<file path="src/verilog/rfcw_pkg.sv">
package rfcw_pkg;

   // ----------------------------------------
   // Register offsets (byte addresses)
   // ----------------------------------------
   localparam logic [7:0] OFS_CMD = 8'h00;
   localparam logic [7:0] OFS_ARG = 8'h04;
   localparam logic [7:0] OFS_DATA = 8'h08;
   localparam logic [7:0] OFS_STAT = 8'h0C;
   localparam logic [7:0] OFS_RXSEQ = 8'h10;
   localparam logic [7:0] OFS_ERR = 8'h14;

   // ----------------------------------------
   // Command codes written to the command register
   // ----------------------------------------
   localparam logic [3:0] CMD_NONE = 4'h0;
   localparam logic [3:0] CMD_ACK = 4'h1;
   localparam logic [3:0] CMD_NEGATIVE_ACKNOWLEDGE_WORD = 4'h2;
   localparam logic [3:0] CMD_FULL = 4'h3;
   localparam logic [3:0] CMD_SDF = 4'h4;
   localparam logic [3:0] CMD_SBF = 4'h5;
   localparam logic [3:0] CMD_SIF = 4'h6;
   localparam logic [3:0] CMD_EDF = 4'h7;
   localparam logic [3:0] CMD_EBF = 4'h8;
   localparam logic [3:0] CMD_TOKEN = 4'h9;
   localparam logic [3:0] CMD_FLUSH = 4'hA;
   localparam logic [3:0] CMD_DATA = 4'hF;

   // ----------------------------------------
   // Symbol values (data byte of each code)
   // ----------------------------------------
   localparam logic [7:0] K28_7 = 8'hFC;
   localparam logic [7:0] K28_0 = 8'h1C;
   localparam logic [7:0] K28_2 = 8'h5C;
   localparam logic [7:0] D2_5 = 8'hA2;
   localparam logic [7:0] D27_5 = 8'hBB;
   localparam logic [7:0] D15_3 = 8'h6F;
   localparam logic [7:0] D7_4 = 8'h87;
   localparam logic [7:0] D16_2 = 8'h50;
   localparam logic [7:0] D29_2 = 8'h5D;
   localparam logic [7:0] D4_2 = 8'h44;
   localparam logic [7:0] D0_0 = 8'h00;
   localparam logic [3:0] KF_CTRL = 4'h1;
   localparam logic [3:0] KF_DATA = 4'h0;

   // ----------------------------------------
   // Reset and start values
   // ----------------------------------------
   localparam logic [6:0] SEQ_CNT_RST = 7'h00;
   localparam logic SEQ_POL_RST = 1'b0;
   localparam logic [7:0] CRC8_INIT = 8'h00;
   localparam logic [15:0] CRC16_INIT = 16'hFFFF;
   localparam logic [7:0] ERR_CNT_MAX = 8'hFF;

endpackage

</file>
<file path="src/verilog/crc_step.sv">
`timescale 1ns/1ns
// ----------------------------------------
// One combinational CRC update over a word
// ----------------------------------------
module crc_step #(
   parameter int W = 8,
   parameter int DW = 24,
   parameter logic [W-1:0] POLY = '0
) (
   input wire logic [W-1:0] crc_in,
   input wire logic [DW-1:0] data,
   output logic [W-1:0] crc_out
);

   // Bit-serial form, least significant bit first, as symbols go out
   always_comb
   begin
      logic [W-1:0] c;
      logic fb;
      c = crc_in;
      fb = 1'b0;
      for (int i = 0; i < DW; i++)
      begin
         fb = c[W-1] ^ data[i];
         c = {c[W-2:0], 1'b0};
         if (fb)
         begin
            c = c ^ POLY;
         end
      end
      crc_out = c;
   end

endmodule

</file>
<file path="src/verilog/retry_framing_control_words.sv">
`timescale 1ns/1ns
module retry_framing_control_words
   import rfcw_pkg::*;
#(
   parameter logic [7:0] CRC8_POLY = 8'h07,
   parameter logic [15:0] CRC16_POLY = 16'h1021
) (
   input wire logic pclk,
   input wire logic presetn,
   input wire logic psel,
   input wire logic penable,
   input wire logic pwrite,
   input wire logic [7:0] paddr,
   input wire logic [31:0] pwdata,
   output logic [31:0] prdata,
   output logic pready,
   output logic pslverr,
   input wire logic link_clk,
   input wire logic [31:0] rx_word,
   input wire logic [3:0] rx_kflag,
   output logic [31:0] tx_word,
   output logic [3:0] tx_kflag,
   output logic tx_valid,
   output logic retry_request,
   output logic replay_start
);

   // ----------------------------------------
   // Link clock sampling
   // ----------------------------------------
   logic lclk_s1_r, lclk_s2_r, lclk_s3_r;
   wire link_tick = lclk_s2_r & ~lclk_s3_r;

   // Three stages; the edge is judged only on the later two
   always_ff @(posedge pclk or negedge presetn)
   begin
      if (!presetn)
      begin
         lclk_s1_r <= 1'b0;
         lclk_s2_r <= 1'b0;
         lclk_s3_r <= 1'b0;
      end
      else
      begin
         lclk_s1_r <= link_clk;
         lclk_s2_r <= lclk_s1_r;
         lclk_s3_r <= lclk_s2_r;
      end
   end

   // ----------------------------------------
   // State
   // ----------------------------------------
   logic [16:0] arg_r;
   logic pend_r;
   logic [3:0] pend_cmd_r;
   logic [31:0] pend_data_r;
   logic [6:0] seq_cnt_r;
   logic seq_pol_r;
   logic [15:0] frame_crc_r;
   logic [7:0] bcast_crc_r;
   logic retry_pend_r;
   logic negative_acknowledge_word_seen_r, full_seen_r;
   logic [7:0] ack_seq_r, negative_acknowledge_word_seq_r;
   logic [7:0] err_cnt_r;
   logic [31:0] rx_word_r;
   logic [3:0] rx_k_r;
   logic rx_vld_r;
   logic [31:0] tx_word_r;
   logic [3:0] tx_k_r;
   logic tx_valid_r, replay_start_r;

   // ----------------------------------------
   // Register bus decode
   // ----------------------------------------
   wire apb_acc = psel & penable;
   wire hit_cmd = paddr == OFS_CMD;
   wire hit_arg = paddr == OFS_ARG;
   wire hit_data = paddr == OFS_DATA;
   wire hit_stat = paddr == OFS_STAT;
   wire hit_rxseq = paddr == OFS_RXSEQ;
   wire hit_err = paddr == OFS_ERR;
   wire addr_ok = hit_cmd | hit_arg | hit_data | hit_stat | hit_rxseq | hit_err;
   // One-deep queue: a word write waits while the previous word is unsent
   wire queue_wr = pwrite & (hit_cmd | hit_data);
   assign pready = ~(apb_acc & queue_wr & pend_r);
   assign pslverr = apb_acc & ~addr_ok;
   wire apb_done = apb_acc & pready & addr_ok;
   wire wr_cmd = apb_done & pwrite & hit_cmd;
   wire wr_data = apb_done & pwrite & hit_data;
   wire wr_arg = apb_done & pwrite & hit_arg;
   wire wr_stat = apb_done & pwrite & hit_stat;

   // Read mux; reserved bits read zero
   wire [7:0] cur_seq = {seq_pol_r, seq_cnt_r};
   assign prdata = hit_cmd ? {27'h0000000, pend_r, pend_cmd_r} :
                   hit_arg ? {15'h0000, arg_r} :
                   hit_stat ? {20'h00000, retry_pend_r, full_seen_r, negative_acknowledge_word_seen_r, 1'b0,
                               cur_seq} :
                   hit_rxseq ? {16'h0000, negative_acknowledge_word_seq_r, ack_seq_r} :
                   hit_err ? {24'h000000, err_cnt_r} : 32'h00000000;

   // ----------------------------------------
   // Transmit word assembly
   // ----------------------------------------
   wire [7:0] arg_lo = arg_r[7:0];
   wire [7:0] arg_hi = arg_r[15:8];
   wire [7:0] late_sym = {7'h00, arg_r[16]};
   wire [7:0] seq_next = {seq_pol_r, 7'(seq_cnt_r + 7'h01)};
   wire do_retry = link_tick & retry_pend_r;
   wire do_cmd = link_tick & ~retry_pend_r & pend_r;
   wire is_sdf = pend_cmd_r == CMD_SDF;
   wire is_sbf = pend_cmd_r == CMD_SBF;
   wire is_edf = pend_cmd_r == CMD_EDF;
   wire is_ebf = pend_cmd_r == CMD_EBF;
   wire is_data = pend_cmd_r == CMD_DATA;
   wire [31:0] sdf_word = {D0_0, arg_lo, D16_2, K28_7};
   wire [31:0] sbf_word = {arg_hi, arg_lo, D29_2, K28_7};
   wire [31:0] edf_part = {16'h0000, seq_next, K28_0};
   wire [31:0] ebf_part = {8'h00, seq_next, late_sym, K28_2};

   // Frame CRCs span the start word, data and end word less its CRC bytes
   wire [15:0] fc_in = is_sdf ? CRC16_INIT : frame_crc_r;
   wire [31:0] fc_data = is_edf ? edf_part : (is_sdf ? sdf_word : pend_data_r);
   wire [7:0] bc_in = is_sbf ? CRC8_INIT : bcast_crc_r;
   wire [31:0] bc_data = is_ebf ? ebf_part : (is_sbf ? sbf_word : pend_data_r);
   logic [15:0] fc_out;
   logic [7:0] bc_out;
   logic [7:0] ctl_crc;
   logic [23:0] ctl_body;

   crc_step #(.W(16), .DW(32), .POLY(CRC16_POLY)) u_frame_crc (
      .crc_in(fc_in),
      .data(fc_data),
      .crc_out(fc_out)
   );

   crc_step #(.W(8), .DW(32), .POLY(CRC8_POLY)) u_bcast_crc (
      .crc_in(bc_in),
      .data(bc_data),
      .crc_out(bc_out)
   );

   // Control word CRC covers the three symbols before it, comma data included
   crc_step #(.W(8), .DW(24), .POLY(CRC8_POLY)) u_ctl_crc (
      .crc_in(CRC8_INIT),
      .data(ctl_body),
      .crc_out(ctl_crc)
   );

   // Word for the queued command
   logic [31:0] cmd_word;
   logic [3:0] cmd_k;
   logic cmd_emit;
   always_comb
   begin
      ctl_body = 24'h000000;
      cmd_word = 32'h00000000;
      cmd_k = KF_CTRL;
      cmd_emit = 1'b1;
      case (pend_cmd_r)
         CMD_ACK:
         begin
            ctl_body = {arg_lo, D2_5, K28_7};
            cmd_word = {ctl_crc, ctl_body};
         end
         CMD_NEGATIVE_ACKNOWLEDGE_WORD:
         begin
            ctl_body = {arg_lo, D27_5, K28_7};
            cmd_word = {ctl_crc, ctl_body};
         end
         CMD_FULL:
         begin
            ctl_body = {cur_seq, D15_3, K28_7};
            cmd_word = {ctl_crc, ctl_body};
         end
         CMD_SDF: cmd_word = sdf_word;
         CMD_SBF: cmd_word = sbf_word;
         CMD_SIF:
         begin
            ctl_body = {cur_seq, D4_2, K28_7};
            cmd_word = {ctl_crc, ctl_body};
         end
         CMD_EDF: cmd_word = {fc_out, seq_next, K28_0};
         CMD_EBF: cmd_word = {bc_out, seq_next, late_sym, K28_2};
         CMD_DATA:
         begin
            cmd_word = pend_data_r;
            cmd_k = KF_DATA;
         end
         default: cmd_emit = 1'b0;
      endcase
   end

   // ----------------------------------------
   // Receive word checking
   // ----------------------------------------
   logic [7:0] rx_crc;
   crc_step #(.W(8), .DW(24), .POLY(CRC8_POLY)) u_rx_crc (
      .crc_in(CRC8_INIT),
      .data(rx_word_r[23:0]),
      .crc_out(rx_crc)
   );
   wire rx_comma = rx_vld_r & (rx_k_r == KF_CTRL) & (rx_word_r[7:0] == K28_7);
   wire rx_crc_ok = rx_crc == rx_word_r[31:24];
   wire rx_is_ack = rx_comma & (rx_word_r[15:8] == D2_5);
   wire rx_is_negative_acknowledge_word = rx_comma & (rx_word_r[15:8] == D27_5);
   wire rx_is_full = rx_comma & (rx_word_r[15:8] == D15_3);
   wire rx_checked = rx_is_ack | rx_is_negative_acknowledge_word | rx_is_full;
   wire rx_bad = rx_checked & ~rx_crc_ok;
   wire ack_ok = rx_is_ack & rx_crc_ok;
   wire negative_acknowledge_word_ok = rx_is_negative_acknowledge_word & rx_crc_ok;
   wire full_ok = rx_is_full & rx_crc_ok;

   // Receive capture at the link edge; word stable for half a link period
   always_ff @(posedge pclk or negedge presetn)
   begin
      if (!presetn)
      begin
         rx_word_r <= 32'h00000000;
         rx_k_r <= KF_DATA;
         rx_vld_r <= 1'b0;
      end
      else
      begin
         rx_vld_r <= link_tick;
         if (link_tick)
         begin
            rx_word_r <= rx_word;
            rx_k_r <= rx_kflag;
         end
      end
   end

   // Received status; a new event wins over a clear in the same cycle
   always_ff @(posedge pclk or negedge presetn)
   begin
      if (!presetn)
      begin
         negative_acknowledge_word_seen_r <= 1'b0;
         full_seen_r <= 1'b0;
         ack_seq_r <= 8'h00;
         negative_acknowledge_word_seq_r <= 8'h00;
         err_cnt_r <= 8'h00;
      end
      else
      begin
         negative_acknowledge_word_seen_r <= negative_acknowledge_word_ok | (negative_acknowledge_word_seen_r & ~(wr_stat & pwdata[9]));
         full_seen_r <= full_ok | (full_seen_r & ~(wr_stat & pwdata[10]));
         if (ack_ok)
            ack_seq_r <= rx_word_r[23:16];
         if (negative_acknowledge_word_ok)
            negative_acknowledge_word_seq_r <= rx_word_r[23:16];
         if (rx_bad && err_cnt_r != ERR_CNT_MAX)
            err_cnt_r <= err_cnt_r + 8'h01;
      end
   end

   // ----------------------------------------
   // Command queue and argument register
   // ----------------------------------------
   always_ff @(posedge pclk or negedge presetn)
   begin
      if (!presetn)
      begin
         arg_r <= 17'h00000;
         pend_r <= 1'b0;
         pend_cmd_r <= CMD_NONE;
         pend_data_r <= 32'h00000000;
      end
      else
      begin
         if (wr_arg)
            arg_r <= pwdata[16:0];
         if (wr_cmd)
         begin
            pend_r <= 1'b1;
            pend_cmd_r <= pwdata[3:0];
         end
         else if (wr_data)
         begin
            pend_r <= 1'b1;
            pend_cmd_r <= CMD_DATA;
            pend_data_r <= pwdata;
         end
         else if (do_cmd)
            pend_r <= 1'b0;
      end
   end

   // ----------------------------------------
   // Link-wide sequence number and retry
   // ----------------------------------------
   // Single counter for every channel, so no per-channel copies exist
   wire seq_bump = do_cmd & (is_edf | is_ebf | (pend_cmd_r == CMD_TOKEN));
   wire flush = do_cmd & (pend_cmd_r == CMD_FLUSH);
   always_ff @(posedge pclk or negedge presetn)
   begin
      if (!presetn)
      begin
         seq_cnt_r <= SEQ_CNT_RST;
         seq_pol_r <= SEQ_POL_RST;
         retry_pend_r <= 1'b0;
         frame_crc_r <= CRC16_INIT;
         bcast_crc_r <= CRC8_INIT;
      end
      else
      begin
         if (do_retry)
         begin
            // Replayed frames renumber from the last one the far end took
            seq_pol_r <= ~seq_pol_r;
            seq_cnt_r <= negative_acknowledge_word_seq_r[6:0];
         end
         else if (flush)
         begin
            seq_cnt_r <= SEQ_CNT_RST;
            seq_pol_r <= SEQ_POL_RST;
         end
         else if (seq_bump)
            seq_cnt_r <= 7'(seq_cnt_r + 7'h01);
         // Set wins: a second negative acknowledge keeps the retry pending
         retry_pend_r <= negative_acknowledge_word_ok | (retry_pend_r & ~do_retry);
         if (do_cmd && (is_sdf || is_data || is_edf))
            frame_crc_r <= fc_out;
         if (do_cmd && (is_sbf || is_data || is_ebf))
            bcast_crc_r <= bc_out;
      end
   end

   // ----------------------------------------
   // Transmit output register
   // ----------------------------------------
   always_ff @(posedge pclk or negedge presetn)
   begin
      if (!presetn)
      begin
         tx_word_r <= 32'h00000000;
         tx_k_r <= KF_DATA;
         tx_valid_r <= 1'b0;
         replay_start_r <= 1'b0;
      end
      else
      begin
         replay_start_r <= do_retry;
         if (do_retry)
         begin
            tx_word_r <= {D0_0, D0_0, D7_4, K28_7};
            tx_k_r <= KF_CTRL;
            tx_valid_r <= 1'b1;
         end
         else if (do_cmd)
         begin
            tx_word_r <= cmd_word;
            tx_k_r <= cmd_k;
            tx_valid_r <= cmd_emit;
         end
         else if (link_tick)
            tx_valid_r <= 1'b0;
      end
   end

   assign tx_word = tx_word_r;
   assign tx_kflag = tx_k_r;
   assign tx_valid = tx_valid_r;
   assign retry_request = retry_pend_r;
   assign replay_start = replay_start_r;

   // ----------------------------------------
   // Checks
   // ----------------------------------------
   property p_ack_layout;
      @(posedge pclk) disable iff (!presetn)
      do_cmd && pend_cmd_r == CMD_ACK |=>
         tx_word_r[7:0] == K28_7 && tx_word_r[15:8] == D2_5 && tx_k_r == KF_CTRL
         && tx_word_r[23:16] == $past(arg_lo);
   endproperty
   a_ack_layout: assert property (p_ack_layout) else $error("ack layout wrong");

   property p_retry_word;
      @(posedge pclk) disable iff (!presetn)
      do_retry |=> tx_word_r == {D0_0, D0_0, D7_4, K28_7} && tx_valid_r && replay_start_r
         ##1 !replay_start_r;
   endproperty
   a_retry_word: assert property (p_retry_word) else $error("retry word wrong");

   property p_pol_toggle;
      @(posedge pclk) disable iff (!presetn)
      do_retry |=> seq_pol_r != $past(seq_pol_r) && !retry_pend_r;
   endproperty
   a_pol_toggle: assert property (p_pol_toggle) else $error("polarity not toggled");

   property p_seq_incr;
      @(posedge pclk) disable iff (!presetn)
      do_cmd && (is_edf || is_ebf) |=> seq_cnt_r == 7'($past(seq_cnt_r) + 7'h01)
         && ($past(is_edf) ? tx_word_r[15:8] : tx_word_r[23:16]) == cur_seq;
   endproperty
   a_seq_incr: assert property (p_seq_incr) else $error("sequence not advanced");

   property p_flush_clear;
      @(posedge pclk) disable iff (!presetn)
      flush && !do_retry |=> seq_cnt_r == SEQ_CNT_RST && seq_pol_r == SEQ_POL_RST;
   endproperty
   a_flush_clear: assert property (p_flush_clear) else $error("flush left sequence");

   property p_full_seq;
      @(posedge pclk) disable iff (!presetn)
      do_cmd && pend_cmd_r == CMD_FULL |=> tx_word_r[23:16] == $past(cur_seq)
         && tx_word_r[15:8] == D15_3;
   endproperty
   a_full_seq: assert property (p_full_seq) else $error("full word sequence wrong");

   property p_bad_crc_ignored;
      @(posedge pclk) disable iff (!presetn)
      rx_bad && !retry_pend_r |=> !retry_pend_r && $stable(negative_acknowledge_word_seq_r) && $stable(ack_seq_r);
   endproperty
   a_bad_crc_ignored: assert property (p_bad_crc_ignored) else $error("bad word acted on");

   property p_negative_acknowledge_word_retry;
      @(posedge pclk) disable iff (!presetn)
      negative_acknowledge_word_ok |=> retry_pend_r && negative_acknowledge_word_seq_r == $past(rx_word_r[23:16]);
   endproperty
   a_negative_acknowledge_word_retry: assert property (p_negative_acknowledge_word_retry) else $error("negative ack not taken");

   property p_edf_layout;
      @(posedge pclk) disable iff (!presetn)
      do_cmd && is_edf |=> tx_word_r[7:0] == K28_0 && tx_word_r[31:16] == frame_crc_r;
   endproperty
   a_edf_layout: assert property (p_edf_layout) else $error("data end word wrong");

   property p_stall;
      @(posedge pclk) disable iff (!presetn)
      apb_acc && queue_wr && pend_r |-> !pready ##1 $stable(pend_cmd_r);
   endproperty
   a_stall: assert property (p_stall) else $error("queued word overwritten");

endmodule

</file>
<file path="config.mk">
export PLATFORM = sky130hd
export DESIGN_NAME = retry_framing_control_words
export DESIGN_NICKNAME = d
export VERILOG_FILES = /design/src/verilog/rfcw_pkg.sv /design/src/verilog/crc_step.sv /design/src/verilog/retry_framing_control_words.sv
export SDC_FILE = /design/constraint.sdc
export NUM_CORES = 1
export LEC_CHECK = 0
export BUFFER_PORTS_ARGS = -buffer_cell sky130_fd_sc_hd__buf_2
export CORE_MARGIN = 4
export CORE_UTILIZATION = 32
export DETAILED_ROUTE_END_ITERATION = 8
export HOLD_SLACK_MARGIN = 0.05
export SYNTH_ARGS = -nofsm -noshare
export SYNTH_HDL_FRONTEND = slang
export SYNTH_SLANG_ARGS = --single-unit
export TNS_END_PERCENT = 30
</file>
<file path="constraint.sdc">
create_clock -name pclk -period 3.6 [get_ports pclk]
set_input_delay 0.36 -clock pclk [delete_from_list [all_inputs] [get_ports pclk]]
set_output_delay 0.36 -clock pclk [all_outputs]
set_load 0.05 [all_outputs]
</file>
# Yosys cells after proc, flatten, opt, wreduce, memory -nomap -nowiden
# Cells that the tools add are included.
[op_classes]
addsub = 2
eq_ne = 23
mux = 144
bitwise_logic = 275
reduce_logical = 16
[ops]
columns = ["op", "count"]
rows = [
  ["two-way mux 13 bit", 32],
  ["NOT 3 bit", 110],
  ["one-hot mux 32 bit (9 select lines)", 1],
  ["two-way mux 3 bit", 80],
  ["two-way mux 32 bit", 6],
  ["bitwise XOR 1 bit", 100],
  ["one-hot mux 24 bit (4 select lines)", 1],
  ["two-way mux 16 bit", 3],
  ["two-way mux 17 bit", 2],
  ["bitwise AND 1 bit", 32],
  ["equality test 8 bit (second input constant)", 3],
  ["two-way mux 7 bit", 3],
  ["equality test 4 x 3 -> 1 bit (second input constant)", 4],
  ["equality test 4 bit (second input constant)", 4],
  ["equality test 8 x 4 -> 1 bit (second input constant)", 2],
  ["equality test 8 x 5 -> 1 bit (second input constant)", 2],
  ["two-way mux 4 bit", 4],
  ["two-way mux 8 bit", 2],
  ["OR 1 bit", 13],
  ["two-way mux 1 bit", 10],
  ["NOT 1 bit", 10],
  ["bitwise XOR 1 bit (first input constant)", 10],
  ["nonzero test 3 bit", 3],
  ["OR reduction 9 bit", 1],
  ["13 further kinds", 22],
]
[totals]
register_bits = 191
input_bits = 82

# Logic depth before layout (Yosys ltp)
# Gate-level depths: netlist of the first run.
[logic_depth]
ltp_word = 70
ltp_mapped = 18
depth_no_buf = 13

# By module
# From an unflattened synthesis of the first run, not the netlist that was laid out.
[hier_totals]
cells_unflattened = 1369
hier_area_um2 = 14015.9
[by_module_without_submodules]
columns = ["module", "n_inst", "cells_per_inst", "area_each_um2"]
rows = [
  ["retry_framing_control_words", 1, 1087, 10212.3],
  ["crc_step at u_ctl_crc ...", 2, 53, 762.0],
  ["crc_step at u_bcast_crc", 1, 82, 1189.9],
  ["crc_step at u_frame_crc", 1, 94, 1089.8],
]

# Worst setup path after synthesis of the first run
# OpenSTA, ideal clock, no wires.
[synth_path]
path_type = "flip-flop to flip-flop"
start = "reg pend_cmd_r[0]"
end = "reg tx_word_r[30] (netlist: tx_word[30])"
setup_time_ps = 127
t_arrival_ps = 3768
required_ps = 3473
slack_ps = -295
path_stages_with_launch = 15
path_buffers = 3
period_less_slack_ps = 3895
path_cell_list = "dfrtp_1 > buf_4 > buf_6 > nor4b_2 > buf_4 > nor2_1 > o311ai_4 > mux2_2 > nor4_4 > xor2_1 > xnor3_1 > xnor2_1 > xnor3_1 > a221oi_1 > nor2_1"
[synth_between]
elab_chain_len = 38
elab_cells_between_ends = 194
[synth_rtl]
columns = ["element", "line", "rtl"]
rows = [
  ["from (decl)", "retry_framing_control_words.sv:56", "logic [3:0] pend_cmd_r;"],
  ["from (signal assigned)", "retry_framing_control_words.sv:278", "pend_cmd_r <= pwdata[3:0];"],
  ["equality test 4 x 3 -> 1 bit", "retry_framing_control_words.sv:112, retry_framing_control_words.sv:161", ""],
  ["two-way mux 32 bit (2 in a row)", "retry_framing_control_words.sv:124", "wire [31:0] fc_data = is_edf ? edf_part : (is_sdf ? sdf_word : pend_data_r);"],
  ["bitwise XOR 1 bit", "crc_step.sv:24", "fb = c[W-1] ^ data[i];"],
  ["two-way mux 13 bit (5 in a row)", "crc_step.sv:26", "if (fb)"],
  ["NOT 3 bit (no source line)", "-", ""],
  ["two-way mux 13 bit (7 in a row)", "crc_step.sv:26", ""],
  ["NOT 3 bit (no source line)", "-", ""],
  ["two-way mux 13 bit", "crc_step.sv:26", ""],
  ["bitwise XOR 1 bit", "crc_step.sv:24", ""],
  ["two-way mux 13 bit (5 in a row)", "crc_step.sv:26", ""],
  ["NOT 3 bit (no source line)", "-", ""],
  ["two-way mux 13 bit (7 in a row)", "crc_step.sv:26", ""],
  ["NOT 3 bit (no source line)", "-", ""],
  ["two-way mux 13 bit", "crc_step.sv:26", ""],
  ["one-hot mux 32 bit (9 select lines) *", "retry_framing_control_words.sv:161", "case (pend_cmd_r)"],
  ["two-way mux 32 bit *", "retry_framing_control_words.sv:352", "else if (do_cmd)"],
  ["two-way mux 32 bit *", "retry_framing_control_words.sv:346", "if (do_retry)"],
  ["to (signal assigned)", "retry_framing_control_words.sv:348", "tx_word_r <= {D0_0, D0_0, D7_4, K28_7};"],
  ["to (signal assigned)", "retry_framing_control_words.sv:354", "tx_word_r <= cmd_word;"],
  ["to (decl)", "retry_framing_control_words.sv:69", "logic [31:0] tx_word_r;"],
]
# Every way passes the cells marked *; elsewhere a longest branch is shown, timed or not. The select of a mux whose other input is x is not followed.
# A chain may end at the register's enable or synchronous reset.

# Worst setup path in the final report of the first run
[layout_path]
start = "reg pend_cmd_r[0]"
end = "reg tx_word_r[28] (netlist: tx_word[28])"
# The elaborated chain is that of the path after synthesis.

==> results of run 1 <==
worst max-delay path by stage:
stage          slack [ns]                      start  depth (start not counted)                          to
2_1_floorplan       -0.07  pend_cmd_r[0]$_DFFE_PN0P_                         14     tx_word[16]$_DFFE_PN0P_
3_3_place_gp        -0.56  pend_cmd_r[0]$_DFFE_PN0P_                         13  bcast_crc_r[6]$_DFFE_PN0P_
3_5_place_dp        -0.59  pend_cmd_r[0]$_DFFE_PN0P_                         14     tx_word[28]$_DFFE_PN0P_
4_1_cts             -0.27  pend_cmd_r[1]$_DFFE_PN0P_                         13     tx_word[28]$_DFFE_PN0P_
5_1_grt             -0.40  pend_cmd_r[0]$_DFFE_PN0P_                         12     tx_word[21]$_DFFE_PN0P_
6_report            -0.31  pend_cmd_r[0]$_DFFE_PN0P_                         15     tx_word[28]$_DFFE_PN0P_
cells by family after synthesis:
group	count (synthesis)	synth area share (%)
mux	128	10.8
other cells	1	0.0282
buf+inv	125	4.43
xor+xnor	221	18.8
compound gates	310	15.9
flops	188	35.5
simple gates	366	13.9
fa+ha+maj	7	0.659
Yosys cell counts (all sizes together) (8+ instances only):
master	n	share of area, %
a31oi	10	0.47
a222oi	21	1.6
xor2	53	3.5
nor4	12	0.77
a2bb2oi	11	0.72
nor3b	12	0.72
inv	19	0.54
a21oi	69	2.6
dfrtp	172	32
nand3	26	0.98
xnor2	131	8.9
mux2	113	9.6
nor2	91	2.6
mux2i	15	1.1
nand2	126	3.6
nor2b	13	0.61
a211oi	11	0.62
xnor3	31	5.3
nor3	18	0.68
and3	10	0.47
o21ai	86	3.3
clkbuf	65	1.8
a22oi	22	1.2
nand2b	15	0.71
buf	40	2.0
o22ai	8	0.38
a22o	14	0.92
dfstp	16	3.2
routing by layer:
metal,vias up,part of all wire (%)
li1,5556,-
met1,6226,40
met2,494,49
met3,122,6.9
met4,6,4.1
met5,-,0.069
layout make-up:
cell class,instances,area share [%]
Clock buffer,18,2.38
Clock inverter,14,0.909
Inverter,20,0.407
Multi-Input combinational cell,1051,49.6
Sequential cell,188,25.6
Tap cell,532,3.61
Timing Repair Buffer,447,17.5
worst register-to-register path: stages, from the launching register on:
cell and delay (ns):
dfrtp_2 0.48, buf_6 0.15, nor4b_4 0.28, buf_6 0.18, nor3b_1 0.07, nor4_2 0.20
buf_4 0.19, xor3_1 0.33, xnor3_2 0.41, buf_6 0.15, xnor2_2 0.15, xnor3_2 0.49
xor2_2 0.25, o221a_2 0.26, a2bb2oi_2 0.14, o31ai_2 0.07
power by group:
part           internal [mW]  switching (mW)
Clock                   1.02            1.00
Combinational          0.708           0.668
Sequential              2.17          0.0733
state kept, by name, summed over array words and instances, names as in the netlist:
signal and flops:
pend_r 1, lclk_s1_r 1, bcast_crc_r 8, retry_request 1, frame_crc_r 16, full_seen_r 1
negative_acknowledge_word_seen_r 1, rx_k_r 4, arg_r 17, tx_kflag 1, lclk_s2_r 1, lclk_s3_r 1
tx_valid 1, pend_cmd_r 4, seq_pol_r 1, negative_acknowledge_word_seq_r 8, replay_start 1, seq_cnt_r 7
rx_vld_r 1, rx_word_r 32, pend_data_r 32, ack_seq_r 8, err_cnt_r 8, tx_word 32
per-stage QoR:
stage               instances  area, um^2
floorplan                1363       13500
global placement         2202       16500
detailed placement       2202       16500
CTS                      2257       17700
global route             2270       18500
finish                   2270       18500
cells in the final DEF, fill, tap and decap left out, drive strengths merged, types with 19 or more instances in the layout:
| cell type | n |
|---|---|
| buf | 444 |
| dfrtp | 172 |
| xnor2 | 131 |
| nand2 | 126 |
| mux2 | 113 |
| nor2 | 91 |
| o21ai | 86 |
| a21oi | 69 |
| xor2 | 53 |
| xnor3 | 31 |
| inv | 28 |
| nand3 | 26 |
| a22oi | 22 |
| a222oi | 21 |
| clkbuf | 19 |
what timing repair did:
item | CTS | global route
setup buffers | 21 | 15
endpoints found under the setup margin | 51 | 59
hold buffers | 2 | 0
gates resized for setup | 88 | 108
cloned | 0 | 1
endpoints found under the hold margin | 61 | 0
pin swaps | 58 | 53
==> summary.md, run 1 <==
| Metric | Value |
|---|---|
| Part of the cycle the worst path needs | `109%` |
| R2R Path End | `tx_word[28]$_DFFE_PN0P_` |
| RD Place Congestion | `between 1 and 1.5` |
| WL per Instance | `about 24 um` |
| Fmax | `256 MHz` |
| WP data arrival | `4.26 ns` |
| Most used cell, CP | `buf_6` |
| Clk buf depth | `2` |
| I/O Pins | `around 160` |
| RSZ-0062 raised after global routing | `true` |
| Die area | `44,900 um^2` |
| Maximum fanout along the worst path | `7` |
| Yosys warnings | `0` |
| Total Wirelength | `between 50 and 60 mm` |
| First-pass GRT wire length | `around 80 mm` |
| Critical Path Start Type | `flip-flop` |
| Vias in the first global route | `12,400` |
| Power, Total | `5.64 mW` |
| Synth Register Bits | `approximately 190` |
| Pre-CTS setup slack | `-0.593 ns` |
| Mean Syn Cell Area | `9.87 um^2` |
| R2r setup slk | `-0.31 ns` |
| Worst setup margin | `-0.307 ns` |
| Worst EP required | `3.95 ns` |
| Critical Path Sink Type | `flip-flop` |
| Total global routing track utilization | `between 20% and 30%` |
| CP max-delay cell | `xnor3_2` |
| Number of port buffers | `136` |
| FF/Latch Area | `4730 um^2` |
| CP Class | `reg -> reg` |
| Failing checks | `negative setup slack` |
| Area of the multi-input gates | `9150 um^2` |
| Hold Path Stages | `3` |
| Number of buffers created by CTS | `17` |
| Avg Vias per Cell | `about 5.5` |
| Final setup vio count | `31` |
| Status | `finished with violations` |
| Initial antenna violation count | `3` |
| Global-route met2 utilization | `39.5%` |
| Seq/Total Area, Yosys | `35.5%` |
| Drc violations | `0` |
| Site row count | `74` |
| Skew-Pair Late Insertion Delay | `0.48 ns` |
| Mapped Area | `13,300 um^2` |
| Antenna cells | `0` |
| WP buf/inv | `4` |
| Endpoint, Worst Hold | `rx_word_r[1]$_DFFE_PN0P_` |
| Min-delay src | `rx_word[1]` |
| Post-synthesis cell count | `1,346` |
| Crit-path cells | `buf_6 > nor4b_4 > buf_6 > nor3b_1 > nor4_2 > buf_4 > xor3_1 > xnor3_2 > buf_6 > xnor2_2 > xnor3_2 > xor2_2 > o221a_2 > a2bb2oi_2 > o31ai_2` |
| Max Cap Viol | `0` |
| Worst R2R Path Depth | `15` |
| PD cells | `306 nW/um^2` |
| Max-slew headroom | `26.2%` |
| Met3 Use GR | `4.98%` |
| Setup TNS | `-4.76 ns` |
| Maximum vdd drop | `0.466 mV` |
| Die width | `between 200 and 250 um` |
| Initial Utilization | `32.5%` |
| Grt total ovfl | `0` |
| Hold WS | `0.106 ns` |
| Distinct cells, synth | `just over 90` |
| DRT iter0 DRCs | `1,326` |
| Post-synth EDFFs | `0` |
| Grt peak-use layer | `met2` |
| Core Util, Final | `45.1%` |
| Met1 Track Usage GR | `a little under a third` |
| Max incr delay on CP | `0.49 ns` |
| Total number of vias | `12,400` |
| # fillers | `3,869` |
| HPWL after DPL | `41.8 mm` |
| Leak pwr | `~8.4 nW` |
| # H-tree levels | `4` |
| Core Area | `just over 40,000 um^2` |
| FF-to-FF Start | `pend_cmd_r[0]$_DFFE_PN0P_` |
| Clock Pin Slew Worst Setup and Hold Paths | `0.08 ns` |
| Least-Margin Pin Slew | `roughly 1.1 ns` |
| Antenna viol nets, final | `0` |
| Chip Height | `212 um` |
| DR pass1 iterations | `7` |
| Root Driver | `clkbuf_16` |
| Top Family by Delay on Critical Path | `XOR/XNOR gates` |
| CTS tree | `done` |
| Synth Flop Type | `dfrtp_1` |
| Layout cell share with drive strength beyond 1 | `between 40 and 50%` |
| Area Overhead vs Synth | `38.8%` |
| Worst clock skew | `between 0.015 and 0.02 ns` |
| Tmin final | `3.91 ns` |
| CTS Sinks | `188` |
| Final nets | `1,814` |
| Largest net degree at the start of global routing | `79` |
| Final Hold Viols | `0` |
| Max Transition Viols Final | `0` |
| Asr flop ratio synth | `between 90% and 100%` |
| Hold Crit Class | `in -> reg` |
Power figures use the tool's default switching activity.
==> run 2, diff against run 1 <==
--- a/config.mk
+++ b/config.mk
@@ -6,10 +6,13 @@
 export NUM_CORES = 1
 export LEC_CHECK = 0
 export BUFFER_PORTS_ARGS = -buffer_cell sky130_fd_sc_hd__buf_2
+export CELL_PAD_IN_SITES_DETAIL_PLACEMENT = 1
+export CELL_PAD_IN_SITES_GLOBAL_PLACEMENT = 2
 export CORE_MARGIN = 4
 export CORE_UTILIZATION = 32
 export DETAILED_ROUTE_END_ITERATION = 8
 export HOLD_SLACK_MARGIN = 0.05
+export PLACE_DENSITY_LB_ADDON = 0.3
 export SYNTH_ARGS = -nofsm -noshare
 export SYNTH_HDL_FRONTEND = slang
 export SYNTH_SLANG_ARGS = --single-unit
==> constraint.sdc (replaced) <==
create_clock -name pclk -period 4.5 [get_ports pclk]
set_input_delay 0.45 -clock pclk [delete_from_list [all_inputs] [get_ports pclk]]
set_output_delay 0.45 -clock pclk [all_outputs]
set_load 0.05 [all_outputs]
==> run 2 against run 1 <==
- the run now ends clean
- routed wire length rose by 3.8%
- first-iteration DRC count fell by 37%
- via count fell by 7.9%
- clock-buffer cell count fell by 1
- core utilization fell by 6.7 points
- flip-flop and latch count did not move
- maximum frequency fell by 9.0%
- cell count fell by 9.0%
- combinational power fell by 29%
- global-route usage rose by 1.5 points
==> summary.md, run 2 (synthesis gave the netlist of run 1 again) <==
| Metric | Value |
|---|---|
| Status | `finished, final reports clean` |
| Initial Utilization | `32.5%` |
| Area Overhead vs Synth | `18.1%` |
| Core Area | `around 40,000 um^2` |
| Hold Crit Class | `in -> reg` |
| Largest net degree at the start of global routing | `80` |
| RD Place Congestion | `0.943` |
| Vias in the first global route | `between 10,000 and 15,000` |
| Leak pwr | `7.07 nW` |
| FF/Latch Area | `around 4700 um^2` |
| Max-slew headroom | `29.0%` |
| Worst setup margin | `0.205 ns` |
| Final Hold Viols | `0` |
| Max incr delay on CP | `0.54 ns` |
| Skew-Pair Late Insertion Delay | `just under 0.5 ns` |
| Grt total ovfl | `0` |
| Max Cap Viol | `0` |
| Crit-path cells | `buf_4 > nor4b_4 > nor3b_1 > nor4_2 > xnor3_1 > xnor2_1 > xor2_1 > xnor3_1 > xnor3_1 > xnor2_1 > o221ai_1 > a22o_1` |
| Tmin final | `between 4 and 5 ns` |
| Clock Pin Slew Worst Setup and Hold Paths | `0.09 ns` |
| I/O Pins | `155` |
| CTS tree | `done` |
| Final nets | `roughly 1,600` |
| WP buf/inv | `1` |
| Final setup vio count | `0` |
| DR pass1 iterations | `8` |
| Chip Height | `212 um` |
| Worst clock skew | `0.0235 ns` |
| Die width | `about 210 um` |
| Area of the multi-input gates | `8100 um^2` |
| Critical Path Sink Type | `flip-flop` |
| Drc violations | `0` |
| Commonest non-fill, non-tap cell in the layout | `dfrtp_1` |
| Most frequent cells in the layout | `170 x dfrtp_1, 135 x buf_2, 126 x nand2_1` |
| RSZ-0062 raised after global routing | `true` |
| Maximum vdd drop | `0.291 mV` |
| Pre-CTS setup slack | `0.0984 ns` |
| Total number of vias | `roughly 11,000` |
| Initial antenna violation count | `3` |
| Clk buf depth | `2` |
| Top Family by Delay on Critical Path | `XOR/XNOR gates` |
| Root Driver | `clkbuf_16` |
| Part of the cycle the worst path needs | `95.4%` |
| First-pass GRT wire length | `82.3 mm` |
| Antenna cells | `0` |
| CP max-delay cell | `xnor3_1` |
| DRT iter0 DRCs | `841` |
| Maximum fanout along the worst path | `19` |
| # fillers | `4,630` |
| Least-Margin Pin Slew | `1.06 ns` |
| WP data arrival | `~4.7 ns` |
| Hold WS | `about 0.076 ns` |
| Critical Path Start Type | `flip-flop` |
| Worst EP required | `4.86 ns` |
| Number of buffers created by CTS | `17` |
| CTS Sinks | `between 150 and 200` |
| Site row count | `74` |
| Die area | `44,900 um^2` |
| Layout cell share with drive strength beyond 1 | `29.4%` |
| WL per Instance | `27.0 um` |
| Fmax | `233 MHz` |
| Antenna viol nets, final | `0` |
| HPWL after DPL | `44.0 mm` |
| Core Util, Final | `a little under two fifths` |
| PD cells | `281 nW/um^2` |
| Avg Vias per Cell | `5.53` |
| Number of port buffers | `around 140` |
| Total Wirelength | `55.8 mm` |
| CP Class | `reg -> reg` |
| Total global routing track utilization | `roughly 25%` |
| # H-tree levels | `4` |
| Most used cell, CP | `xnor3_1` |
| Max Transition Viols Final | `0` |
run 2: changes by cell type in the layout (fill, tap and decap cells not counted), moves of 23 or more:
cell and delta:
buf_4 -173, buf_6 -23, xnor2_1 +39, xnor2_2 -25
run 2: per-stage QoR:
stage,cell area [um^2],TNS [ns],power (mW),cells
after global placement,15000,0,2.81,2032
after global routing,15700,-0.0164,4.63,2065
after detailed placement,15000,0,2.83,2032
after floorplan,13400,0,2.60,1363
final,15700,0,4.41,2065
after CTS,15700,0,4.47,2065
run 2: timing repair:
| item | CTS | global route |
|---|---|---|
| buffers inserted | 0 | 0 |
| resized for setup | 0 | 9 |
| hold buffers | 1 | 0 |
| endpoints found under the hold margin | 68 | 0 |
| endpoints found under the setup margin | 0 | 11 |
run 2: final cells by class:
cell class	count	area share (%)
multi-input cells	1050	51.6
flip-flops and latches	188	30.1
repair buffers	243	9.68
well taps	532	4.24
clock buffers	17	2.71
clock inverters	15	1.23
inverters	20	0.478
run 2: path summary, 6_finish.rpt:
check	startpoint	endpoint	slack (ns)	cells past startpoint
min in group asynchronous	presetn	rx_word_r[6]$_DFFE_PN0P_	0.53	2
worst max register to register	pend_cmd_r[2]$_DFFE_PN0P_	tx_word[26]$_DFFE_PN0P_	0.20	12
worst min-delay path	link_clk	lclk_s1_r$_DFF_PN0_	0.08	1
worst max-delay path	pend_cmd_r[2]$_DFFE_PN0P_	tx_word[26]$_DFFE_PN0P_	0.20	12
worst min register to register	lclk_s1_r$_DFF_PN0_	lclk_s2_r$_DFF_PN0_	0.37	0
max in group asynchronous	presetn	pend_cmd_r[1]$_DFFE_PN0P_	2.89	3
run 2: per-layer routing:
layer / GRT usage (%) / up-vias / part of all wire (%)
met2: 41.3 / 380 / 48
met1: 33.0 / 5819 / 43
met5: 0 / - / 0.023
li1: - / 5137 / -
met4: 7.37 / 2 / 2.9
met3: 5.93 / 80 / 6.0
run 2: power by group:
group	switching [mW]	total, mW	internal [mW]
Sequential	0.0643	1.80	1.74
Clock	0.815	1.62	0.803
Combinational	0.489	0.984	0.495
Total	1.37	4.41	3.04
run 2: worst reg2reg max path: cells and delay by family (launching register included):
family	cells	cell delay, ns
AO/OA/AOI/OAI	2	0.38
AND/OR/NAND/NOR	3	0.88
XOR/XNOR	6	2.17
flip-flops	1	0.49
buffers and inverters	1	0.25
